$ cat src/hw/mfc_pkg.sv
package mfc_pkg;
    // bus geometry
    localparam int MFC_ADDR_W = 16;
    localparam int MFC_DATA_W = 32;
    // register indices, byte address is four times the index
    localparam logic [15:0] MFC_CHAN_IDX = 16'h2878;
    localparam logic [15:0] MFC_GAIN_IDX = 16'h2879;
    localparam logic [15:0] MFC_THIRD_IDX = 16'h287A;
    localparam logic [15:0] MFC_CHAN_ADDR = {MFC_CHAN_IDX[13:0], 2'b00};
    localparam logic [15:0] MFC_GAIN_ADDR = {MFC_GAIN_IDX[13:0], 2'b00};
    localparam logic [15:0] MFC_THIRD_ADDR = {MFC_THIRD_IDX[13:0], 2'b00};
    // reset values
    localparam logic [7:0] MFC_CHAN_RST = 8'h00;
    localparam logic [7:0] MFC_GAIN_RST = 8'h00;
    localparam logic [7:0] MFC_THIRD_RST = 8'h00;
    // only the quarter select bit lives in the third register
    localparam logic [7:0] MFC_THIRD_MASK = 8'h20;
    // channel control bit positions
    localparam int MFC_CALC_BLOCK_BIT = 7;
    localparam int MFC_PHASE_EN_BIT = 6;
    localparam int MFC_SWAP_BIT = 5;
    localparam int MFC_CALC_EN_BIT = 4;
    localparam int MFC_AUX_EN_BIT = 3;
    localparam int MFC_I2_EN_BIT = 2;
    localparam int MFC_I1_EN_BIT = 1;
    localparam int MFC_VOLT_EN_BIT = 0;
    // gain control field positions
    localparam int MFC_I1_SIGN_BIT = 7;
    localparam int MFC_I1_EXP_LSB = 4;
    localparam int MFC_VOLT_SIGN_BIT = 3;
    localparam int MFC_VOLT_EXP_LSB = 0;
    localparam int MFC_EXP_W = 3;
    // third register field position
    localparam int MFC_QUARTER_BIT = 5;
    // largest legal gain exponent
    localparam logic [2:0] MFC_EXP_MAX = 3'h5;
    // sample widths
    localparam int MFC_SAMPLE_W = 16;
    localparam int MFC_OUT_W = 22;
    // bus answers
    localparam logic [1:0] MFC_RESP_OKAY = 2'h0;
    localparam logic [1:0] MFC_RESP_SLVERR = 2'h2;

    // raw digital inputs of the four channels
    typedef struct packed {
        logic signed [MFC_SAMPLE_W-1:0] voltage;
        logic signed [MFC_SAMPLE_W-1:0] current_a;
        logic signed [MFC_SAMPLE_W-1:0] current_b;
        logic signed [MFC_SAMPLE_W-1:0] aux;
    } mfc_samples_t;

    // gated channel samples, only voltage and first current are scaled
    typedef struct packed {
        logic signed [MFC_OUT_W-1:0] voltage;
        logic signed [MFC_OUT_W-1:0] first_current;
        logic signed [MFC_OUT_W-1:0] second_current;
        logic signed [MFC_OUT_W-1:0] aux;
    } mfc_channels_t;
endpackage

$ cat src/hw/mfc_top.sv
// Added by the designer: the AXI4-Lite slave port.
`timescale 1ns/1ps
`default_nettype none
module mfc_top
    import mfc_pkg::*;
(
    input wire logic aclk,
    input wire logic aresetn,
    input wire logic ce,
    input wire logic watchdog_reset,
    input wire logic [MFC_ADDR_W-1:0] s_axi_awaddr,
    input wire logic [2:0] s_axi_awprot,
    input wire logic s_axi_awvalid,
    output logic s_axi_awready,
    input wire logic [MFC_DATA_W-1:0] s_axi_wdata,
    input wire logic [3:0] s_axi_wstrb,
    input wire logic s_axi_wvalid,
    output logic s_axi_wready,
    output logic [1:0] s_axi_bresp,
    output logic s_axi_bvalid,
    input wire logic s_axi_bready,
    input wire logic [MFC_ADDR_W-1:0] s_axi_araddr,
    input wire logic [2:0] s_axi_arprot,
    input wire logic s_axi_arvalid,
    output logic s_axi_arready,
    output logic [MFC_DATA_W-1:0] s_axi_rdata,
    output logic [1:0] s_axi_rresp,
    output logic s_axi_rvalid,
    input wire logic s_axi_rready,
    input wire mfc_samples_t samples_in,
    output mfc_channels_t channels_out,
    output logic calc_write_block_test,
    output logic phase_correction_enable,
    output logic power_rms_calc_enable
);

    // whole module state in one record
    typedef struct packed {
        logic [7:0] chan;
        logic [7:0] gain;
        logic [7:0] third;
        logic aw_held;
        logic [MFC_ADDR_W-1:0] aw_addr;
        logic w_held;
        logic [7:0] w_data;
        logic w_lane0;
        logic awready;
        logic wready;
        logic bvalid;
        logic [1:0] bresp;
        logic arready;
        logic rvalid;
        logic [MFC_DATA_W-1:0] rdata;
        logic [1:0] rresp;
        mfc_channels_t chans;
    } mfc_state_t;

    mfc_state_t state_reg; // registered state
    mfc_state_t state_next; // next state

    // clamp undefined exponent codes to the top legal gain
    function automatic logic [2:0] mfc_clamp_exp(input logic [2:0] code);
        logic [2:0] res;
        res = code;
        if (code > MFC_EXP_MAX) begin
            res = MFC_EXP_MAX;
        end
        return res;
    endfunction

    // scale a sample by a signed power of two, optionally a quarter of it
    // out width leaves one spare bit so negating full scale cannot wrap
    function automatic logic signed [MFC_OUT_W-1:0] mfc_scale(
        input logic signed [MFC_SAMPLE_W-1:0] smp,
        input logic neg,
        input logic [2:0] code,
        input logic quarter
    );
        logic signed [MFC_OUT_W-1:0] v;
        v = MFC_OUT_W'(smp);
        v = v <<< mfc_clamp_exp(code);
        if (quarter) begin
            v = v >>> 2;
        end
        if (neg) begin
            v = -v;
        end
        return v;
    endfunction

    // read mux, unused bits read zero
    function automatic logic [MFC_DATA_W-1:0] mfc_read(
        input mfc_state_t st,
        input logic [MFC_ADDR_W-1:0] addr
    );
        logic [MFC_DATA_W-1:0] d;
        d = '0;
        unique case (addr)
            MFC_CHAN_ADDR: d[7:0] = st.chan;
            MFC_GAIN_ADDR: d[7:0] = st.gain;
            MFC_THIRD_ADDR: d[7:0] = st.third;
            default: d = '0;
        endcase
        return d;
    endfunction

    // decode a register address
    function automatic logic mfc_mapped(input logic [MFC_ADDR_W-1:0] addr);
        return (addr == MFC_CHAN_ADDR) || (addr == MFC_GAIN_ADDR) ||
               (addr == MFC_THIRD_ADDR);
    endfunction

    // next-state logic: bus slave plus channel datapath
    always_comb begin
        logic aw_have;
        logic w_have;
        logic [MFC_ADDR_W-1:0] waddr;
        logic [7:0] wbyte;
        logic wlane;
        logic signed [MFC_SAMPLE_W-1:0] src_i1;
        logic signed [MFC_SAMPLE_W-1:0] src_i2;
        aw_have = 1'b0;
        w_have = 1'b0;
        waddr = '0;
        wbyte = '0;
        wlane = 1'b0;
        src_i1 = '0;
        src_i2 = '0;
        state_next = state_reg;

        // capture write address and data in either order
        if (s_axi_awvalid && state_reg.awready) begin
            state_next.aw_held = 1'b1;
            state_next.aw_addr = s_axi_awaddr;
        end
        if (s_axi_wvalid && state_reg.wready) begin
            state_next.w_held = 1'b1;
            state_next.w_data = s_axi_wdata[7:0];
            state_next.w_lane0 = s_axi_wstrb[0];
        end
        aw_have = state_next.aw_held;
        w_have = state_next.w_held;
        waddr = state_next.aw_addr;
        wbyte = state_next.w_data;
        wlane = state_next.w_lane0;

        // response retires when master takes it
        if (state_reg.bvalid && s_axi_bready) begin
            state_next.bvalid = 1'b0;
        end

        // commit a write once both halves are in and no answer pending
        if (aw_have && w_have && !state_next.bvalid) begin
            state_next.aw_held = 1'b0;
            state_next.w_held = 1'b0;
            state_next.bvalid = 1'b1;
            state_next.bresp = mfc_mapped(waddr) ? MFC_RESP_OKAY : MFC_RESP_SLVERR;
            // only lane 0 carries the byte wide registers
            if (wlane) begin
                unique case (waddr)
                    MFC_CHAN_ADDR: state_next.chan = wbyte;
                    MFC_GAIN_ADDR: state_next.gain = wbyte;
                    MFC_THIRD_ADDR: state_next.third = wbyte & MFC_THIRD_MASK;
                    default: state_next.bresp = MFC_RESP_SLVERR;
                endcase
            end
        end
        // stall capture while a write is parked or answering
        state_next.awready = !state_next.aw_held && !state_next.bvalid;
        state_next.wready = !state_next.w_held && !state_next.bvalid;

        // read path, one in flight
        if (state_reg.rvalid && s_axi_rready) begin
            state_next.rvalid = 1'b0;
        end
        if (s_axi_arvalid && state_reg.arready) begin
            state_next.rvalid = 1'b1;
            state_next.rdata = mfc_read(state_reg, s_axi_araddr);
            state_next.rresp = mfc_mapped(s_axi_araddr) ? MFC_RESP_OKAY : MFC_RESP_SLVERR;
        end
        state_next.arready = !state_next.rvalid;

        // current routing
        if (state_reg.chan[MFC_SWAP_BIT]) begin
            src_i1 = samples_in.current_b;
            src_i2 = samples_in.current_a;
        end else begin
            src_i1 = samples_in.current_a;
            src_i2 = samples_in.current_b;
        end

        // voltage channel, zeros while gated off
        if (state_reg.chan[MFC_VOLT_EN_BIT]) begin
            state_next.chans.voltage = mfc_scale(samples_in.voltage,
                state_reg.gain[MFC_VOLT_SIGN_BIT],
                state_reg.gain[MFC_VOLT_EXP_LSB +: MFC_EXP_W],
                state_reg.third[MFC_QUARTER_BIT]);
        end else begin
            state_next.chans.voltage = '0;
        end
        // first current channel
        if (state_reg.chan[MFC_I1_EN_BIT]) begin
            state_next.chans.first_current = mfc_scale(src_i1,
                state_reg.gain[MFC_I1_SIGN_BIT],
                state_reg.gain[MFC_I1_EXP_LSB +: MFC_EXP_W], 1'b0);
        end else begin
            state_next.chans.first_current = '0;
        end
        // second current channel, its gain sits outside this bank
        if (state_reg.chan[MFC_I2_EN_BIT]) begin
            state_next.chans.second_current = MFC_OUT_W'(src_i2);
        end else begin
            state_next.chans.second_current = '0;
        end
        // aux channel only processed while calculation runs
        if (state_reg.chan[MFC_AUX_EN_BIT] && state_reg.chan[MFC_CALC_EN_BIT]) begin
            state_next.chans.aux = MFC_OUT_W'(samples_in.aux);
        end else begin
            state_next.chans.aux = '0;
        end
    end

    // state register, watchdog reset acts like the reset pin
    always_ff @(posedge aclk) begin
        if (!aresetn || watchdog_reset) begin
            state_reg <= '0;
            state_reg.chan <= MFC_CHAN_RST;
            state_reg.gain <= MFC_GAIN_RST;
            state_reg.third <= MFC_THIRD_RST;
            state_reg.bresp <= MFC_RESP_OKAY;
            state_reg.rresp <= MFC_RESP_OKAY;
        end else if (ce) begin
            state_reg <= state_next;
        end
    end

    // outputs come straight from the state record
    assign s_axi_awready = state_reg.awready;
    assign s_axi_wready = state_reg.wready;
    assign s_axi_bvalid = state_reg.bvalid;
    assign s_axi_bresp = state_reg.bresp;
    assign s_axi_arready = state_reg.arready;
    assign s_axi_rvalid = state_reg.rvalid;
    assign s_axi_rdata = state_reg.rdata;
    assign s_axi_rresp = state_reg.rresp;
    assign channels_out = state_reg.chans;
    assign calc_write_block_test = state_reg.chan[MFC_CALC_BLOCK_BIT];
    assign phase_correction_enable = state_reg.chan[MFC_PHASE_EN_BIT];
    assign power_rms_calc_enable = state_reg.chan[MFC_CALC_EN_BIT];
endmodule
`default_nettype wire

$ cat config.mk
export PLATFORM = sky130hd
export DESIGN_NAME = mfc_top
export DESIGN_NICKNAME = d
export VERILOG_FILES = /design/src/hw/mfc_pkg.sv /design/src/hw/mfc_top.sv
export SDC_FILE = /design/constraint.sdc
export NUM_CORES = 1
export LEC_CHECK = 0
export ABC_AREA = 1
export BUFFER_PORTS_ARGS = -buffer_cell sky130_fd_sc_hd__buf_4
export CAP_MARGIN = 20
export CORE_AREA = 3 3 203 205
export DETAILED_ROUTE_END_ITERATION = 6
export DIE_AREA = 0 0 206 208
export PLACE_DENSITY = 0.53
export SYNTH_ARGS = -nofsm -noshare
export SYNTH_HDL_FRONTEND = slang
export SYNTH_SLANG_ARGS = --single-unit
$ cat constraint.sdc
create_clock -name aclk -period 5.3 [get_ports aclk]
set_clock_uncertainty 0.15 [all_clocks]
set_input_delay 1.59 -clock aclk [delete_from_list [all_inputs] [get_ports aclk]]
set_output_delay 1.59 -clock aclk [all_outputs]
set_load 0.005 [all_outputs]
==> reports/metrics.cfg, run 1 <==
[yosys]
synth-seq-cells = 135
postSynthCellCount = 1521
syn_area_um2 = 9429
async_flop_share = 0
synthAdderAreaFrac = 0.002654
synth-compound-area-share = 0.1655
synth_ff_type = dfxtp_1
synthMuxAreaShare = 0.001062
yosys_warnings = 0
synth_top_area_cell = dfxtp_1
synthSimpleGateAreaFrac = 0.3503
synth_seq_area_share = 0.2866
yosys.area.top_type_share = 0.2866
synthTopCellsByArea = dfxtp_1, nand2_1, nand3_1
synth_edf_count = 0
synth_top_family_by_area = simple AND/OR/NAND/NOR gates
yosys.area_share.xor_xnor = 0.003715
synth_common_cells = nand2_1, nand3_1, dfxtp_1, inv_1, a21oi_1
yosysMostFrequentCell = nand2_1
ys_types = 46
synth_area_per_cell_um2 = 6.199

[floorplan]
coreArea_um2 = 39640
chipWidth_um = 206
io_pins = 279
die_area_um2 = 42850
die_h_um = 208
num_rows = 73
initial_core_util = 0.2379

[global_routing]
grt_max_degree = 63
track_usage = 0.1423
antenna_found_initial = 2
grt_overflow = 0
grt_first_pass_wirelength_um = 48820
grt_pass1_vias = 8932

[layout]
instances_no_fill = 2138
syn2layout_area_growth_pct = 19.17
regArea_um2 = 2703
multi_input_area_um2 = 5039
largest_reg_flops = 76
insertedDiodeCount = 0
drive_gt1_frac = 0.1934
fillers = 4485
final_nets = 1749

[critical_path]
slowest_stage = nor4_1
r2r-start = state_reg[177]
worstPathRequired_ns = 5.51
worstSetupStartpoint = s_axi_awvalid
cp-end-kind = flop
r2r-end = channels_out[61]
crit_path_end = state_reg[167]
path_cells = buf_4 > nand2_2 > inv_2 > or2_1 > o21ai_0 > nand2_1 > nor3_1 > nand3_1 > nor4_1 > nand2_1 > inv_2 > nor2_1 > nor2_1
reg2reg_depth = 15
cp_data_arrival_time_ns = 3.85
cpPeakStageDelay_ns = 0.29
crit_type = input port to flop
worstPathMaxFanout = 19
r2r_setup_slack_ns = 2.26
critPathLaunchType = input port

[clocking]
clockBufferDepth = 2
cts_root_buf = clkbuf_16
clock_latency_ns = 0.44
postCtsSetupBuffers = 0
clk_pin_slew_worst_paths_ns = 0.07
cts_tree = done
cts_max_level = 4
postCtsHoldBufs = 0
cts_resized = 0
numCtsBuffers = 17
clkSinkCount = 135

[job]
drv_cap = 0

[sta]
fin_crit_sh = 0.6870
tns_ns = 0
max_clock_freq_mhz = 274.6
relSlewSlack = 0.3143
hold_viol_final = 0
period_needed_ns = 3.641
hold_slack_ns = 0.2957
finalSetupViolations = 0
drv_slew = 0
worst_pin_slew_ns = 1.027
rsz0062_at_grt = false

[placed_design]
io_buffers = 219
gp_congestion = 0.8679
place_hpwl_um = 23780
dp.cells = 2106

[detailed_routing]
drc = 0
drtAntennaViolNets = 0
vias_per_cell = 4.514
vias = 9650
routedWlPerCell_um = 14.57
dr.pass1.iters = 5
wl_um = 31140
drtIter0Drc = 643

[pwr]
leakage_nw = 4.949
peakVddDrop_uv = 216.0
power_frac_seq = 0.417
clkPwrFrac = 0.473
combPwrFrac = 0.110
p_per_area_nw_per_um2 = 219.6
sw_frac_of_total = 0.2724
p_int_mw = 1.796
netSwitchingPower_mw = 0.6721

[outcome]
status = finished, final reports clean

[worst_hold_path]
hold_class = flop to flop

-- critical path: cells and delay by family --
family,cells,cell delay [ns]
buffers and inverters,3,0.53
AND/OR/NAND/NOR,9,1.63
AO/OA/AOI/OAI,1,0.10
-- how the worst min path moves through the flow --
stage | start | endpoint | slack, ns | cells past startpoint
2_1_floorplan | state_reg[131] | state_reg[131] | 0.27 | 2
3_3_place_gp | state_reg[131] | state_reg[131] | 0.28 | 2
3_5_place_dp | state_reg[132] | state_reg[132] | 0.29 | 2
4_1_cts | state_reg[151] | state_reg[151] | 0.30 | 2
5_1_grt | state_reg[153] | state_reg[153] | 0.32 | 2
6_report | state_reg[132] | state_reg[132] | 0.30 | 2
-- kinds of logic (layout without fill, tap and decap cells) --
| group | after synthesis | count (layout) |
|---|---|---|
| flip-flops | 135 | 135 |
| XOR/XNOR | 4 | 4 |
| buffers and inverters | 338 | 405 |
| AO/OA/AOI/OAI | 293 | 293 |
| multiplexers | 1 | 1 |
| other | 1 | 26 |
| AND/OR/NAND/NOR | 747 | 747 |
| adder cells (fa/ha/maj) | 2 | 2 |
-- layout by cell type (no fill, tap or decap), drive strengths merged --
cell type  synthesis  routed
nor4               5       5
a31oi              1       1
o21bai             1       1
nand2            404     404
o31ai              1       1
nor3               9       9
ha                 2       2
nand3            203     203
nand3b             5       5
and2               1       1
inv              138     142
o21ai            125     125
o22ai              8       8
clkinv             2       5
dfxtp            135     135
conb               1      26
clkbuf            44      19
a2bb2oi            1       1
a21o               2       2
xnor2              2       2
mux2i              1       1
and3               1       1
nor2              93      93
nand4             21      21
o221ai             1       1
a211oi             3       3
o211ai            20      20
a21oi            130     130
clkinvlp           0       5
buf              154     233
or2                5       5
xor2               2       2
bufinv             0       1
-- power groups by stage --
| stage | Combinational (mW) | Sequential [mW] | Clock (mW) |
|---|---|---|---|
| after floorplan | 0.168 | 1.05 | 0 |
| after global placement | 0.270 | 1.05 | 0 |
| after CTS | 0.273 | 1.03 | 1.22 |
| final | 0.271 | 1.03 | 1.17 |
| after detailed placement | 0.272 | 1.05 | 0 |
| after global routing | 0.308 | 1.03 | 1.25 |
-- through the flow --
step / utilization / total power [mW] / setup WS [ns] / area [um^2]
final: 0.2835 / 2.468 / 1.659 / 11240
after global routing: 0.2835 / 2.588 / 1.286 / 11240
after CTS: 0.2835 / 2.523 / 1.655 / 11240
after detailed placement: 0.2692 / 1.323 / 1.202 / 10670
after global placement: 0.2692 / 1.320 / 1.237 / 10670
after floorplan: - / 1.218 / 1.972 / 9523
-- area by class of cell --
cell class	instances	share of cell area
Multi-Input combinational cell	1073	0.4484
Sequential cell	135	0.2405
Timing Repair Buffer	233	0.1557
Tap cell	525	0.05846
Inverter	140	0.04677
Clock buffer	19	0.03942
Clock inverter	13	0.01080
-- layer usage --
layer / up-vias / track usage / routed length (um)
li1: 5008 / - / -
met1: 4349 / 0.1982 / 15180
met2: 265 / 0.2176 / 13300
met3: 24 / 0.03599 / 2122
met4: 4 / 0.03956 / 505
met5: - / 0 / 27
No activity file was read; power rests on OpenSTA's default activity.
==> run 2, diff against run 1 <==
==> constraint.sdc (replaced) <==
create_clock -name aclk -period 3.38 [get_ports aclk]
set_clock_uncertainty 0.15 [all_clocks]
set_input_delay 1.014 -clock aclk [delete_from_list [all_inputs] [get_ports aclk]]
set_output_delay 1.014 -clock aclk [all_outputs]
set_load 0.005 [all_outputs]
==> reports/metrics.cfg, run 2 (same netlist as run 1, synthesis figures left out) <==
[global_routing]
antenna_found_initial = 0  ; -2
grt_use_met2 = 0.2208  ; +0.003208
track_usage = 0.1445  ; +0.002148
grt_overflow = 0  ; unchanged
grt_use_met3 = 0.03740  ; +0.001408
grt_max_degree = 59  ; -6.3%
use_met1 = 0.2012  ; +0.002998
grt_first_pass_wirelength_um = 49600  ; +1.6%
grt_pass1_vias = 9118  ; +2.1%
gr-max-usage-layer = met2

[detailed_routing]
drc = 0  ; unchanged
dr.pass1.iters = 5  ; unchanged
routedWlPerCell_um = 14.75  ; +1.2%
wl_um = 31750  ; +2.0%
drtAntennaViolNets = 0  ; unchanged
drtIter0Drc = 678  ; +5.4%
vias_per_cell = 4.557  ; +0.97%
vias = 9812  ; +1.7%

[layout]
insertedDiodeCount = 0  ; unchanged
drive_gt1_frac = 0.2009  ; +0.007432
final_cell_mix = nand2_1, buf_4, nand3_1, dfxtp_1, a21oi_1
multi_input_area_um2 = 5039  ; unchanged
final_common_cell = nand2_1
regArea_um2 = 2703  ; unchanged
final_nets = 1766  ; +0.97%
syn2layout_area_growth_pct = 21.10
largest_reg_flops = 76  ; unchanged
fillers = 4453  ; -0.71%

[clocking]
cts_max_level = 4  ; unchanged
cts_root_buf = clkbuf_16
postCtsHoldBufs = 0  ; unchanged
clkSinkCount = 135  ; unchanged
clock_latency_ns = 0.44  ; about the same
clockBufferDepth = 2  ; unchanged
postCtsSetupBuffers = 0  ; unchanged
cts_tree = done
numCtsBuffers = 17  ; unchanged
clk_pin_slew_worst_paths_ns = 0.06  ; about the same
cts_resized = 0  ; unchanged

[placed_design]
io_buffers = 219  ; unchanged
place_hpwl_um = 24480  ; +2.9%
gp_congestion = 0.8591  ; -1.0%

[critical_path]
cp_data_arrival_time_ns = 3.05  ; -0.80 ns
r2r_setup_slack_ns = 0.60  ; -1.66 ns
critPathLaunchType = input port
crit_type = input port to flop
worstPathMaxFanout = 12  ; -7
worstPathRequired_ns = 3.60  ; -1.91 ns
cp-end-kind = flop

[pwr]
power_mw = 3.991  ; +62%
p_int_mw = 2.957  ; +65%
sw_frac_of_total = 0.2590  ; -0.01338
power_frac_seq = 0.404  ; -0.013
clkPwrFrac = 0.487  ; +0.014
leakage_nw = 5.057  ; +2.2%
netSwitchingPower_mw = 1.034  ; +54%
peakVddDrop_uv = 348.8  ; +61%
p_per_area_nw_per_um2 = 349.5  ; +59%
combPwrFrac = 0.109  ; about the same

[job]
drv_cap = 0  ; unchanged

[sta]
drv_slew = 0  ; unchanged
relSlewSlack = 0.5636  ; +0.2494
period_needed_ns = 2.835
hold_viol_final = 0  ; unchanged
rsz0062_at_grt = false
max_clock_freq_mhz = 352.7
finalSetupViolations = 0  ; unchanged
tns_ns = 0  ; unchanged
worst_pin_slew_ns = 0.6530  ; -0.3742 ns
fin_crit_sh = 0.8388

[floorplan]
coreArea_um2 = 39640  ; unchanged
chipWidth_um = 206  ; unchanged
initial_core_util = 0.2379  ; unchanged
die_h_um = 208  ; unchanged
num_rows = 73  ; unchanged
io_pins = 279  ; unchanged
die_area_um2 = 42850  ; unchanged

[outcome]
status = finished, final reports clean

[worst_hold_path]
hold_class = flop to flop

-- run 2: cell count changes in the layout (fill, tap and decap cells not counted) --
cell	delta
clkinv_2	-1
buf_12	+2
buf_4	+15
inv_6	-3
bufinv_16	+2
-- run 2: worst paths after layout --
check / endpoint / depth (start not counted) / from
worst min-delay path: state_reg[130] / 2 / state_reg[130]
worst max register to register: channels_out[64] / 15 / state_reg[177]
worst min register to register: state_reg[130] / 2 / state_reg[130]
worst max-delay path: state_reg[167] / 12 / s_axi_awvalid
-- run 2: power by group through the flow --
stage | logic, mW | clock network, mW | registers, mW
6_report | 0.435 | 1.94 | 1.61
5_1_grt | 0.493 | 2.07 | 1.61
4_1_cts | 0.438 | 2.01 | 1.61
3_5_place_dp | 0.437 | 0 | 1.65
3_3_place_gp | 0.433 | 0 | 1.65
2_1_floorplan | 0.264 | 0 | 1.65
-- run 2: layout make-up --
cell class	count	area share
Tap cell	525	0.05753
Sequential cell	135	0.2367
Clock inverter	11	0.01315
Clock buffer	19	0.03879
Inverter	140	0.04602
Timing Repair Buffer	250	0.1666
Multi-Input combinational cell	1073	0.4413
-- run 2: critical path, stage by stage --
cell	delay, ns
buf_4	0.11
nand2_2	0.13
buf_4	0.20
or2_2	0.12
o21ai_0	0.10
nor3_1	0.22
nand3_1	0.16
nor4_1	0.30
nand2_1	0.30
inv_2	0.23
nor2_1	0.06
nor2_1	0.10
-- run 2: metrics by stage --
step | cells | cell area (um^2) | util | worst slack (ns) | hold WS [ns]
CTS | 2153 | 11420 | 0.2881 | 0.5870 | 0.3022
global placement | 2123 | 10830 | 0.2731 | 0.1446 | 0.2842
floorplan | 1546 | 9523 | - | 0.6278 | 0.2745
global route | 2153 | 11420 | 0.2881 | 0.2640 | 0.3151
finish | 2153 | 11420 | 0.2881 | 0.5449 | 0.2976
detailed placement | 2123 | 10830 | 0.2731 | 0.1291 | 0.2927
-- run 2: metal layers --
layer / share of wire / wire length [um]
met1: 0.49 / 15410
met2: 0.43 / 13700
met3: 0.070 / 2234
met4: 0.013 / 410
met5: 0 / 0
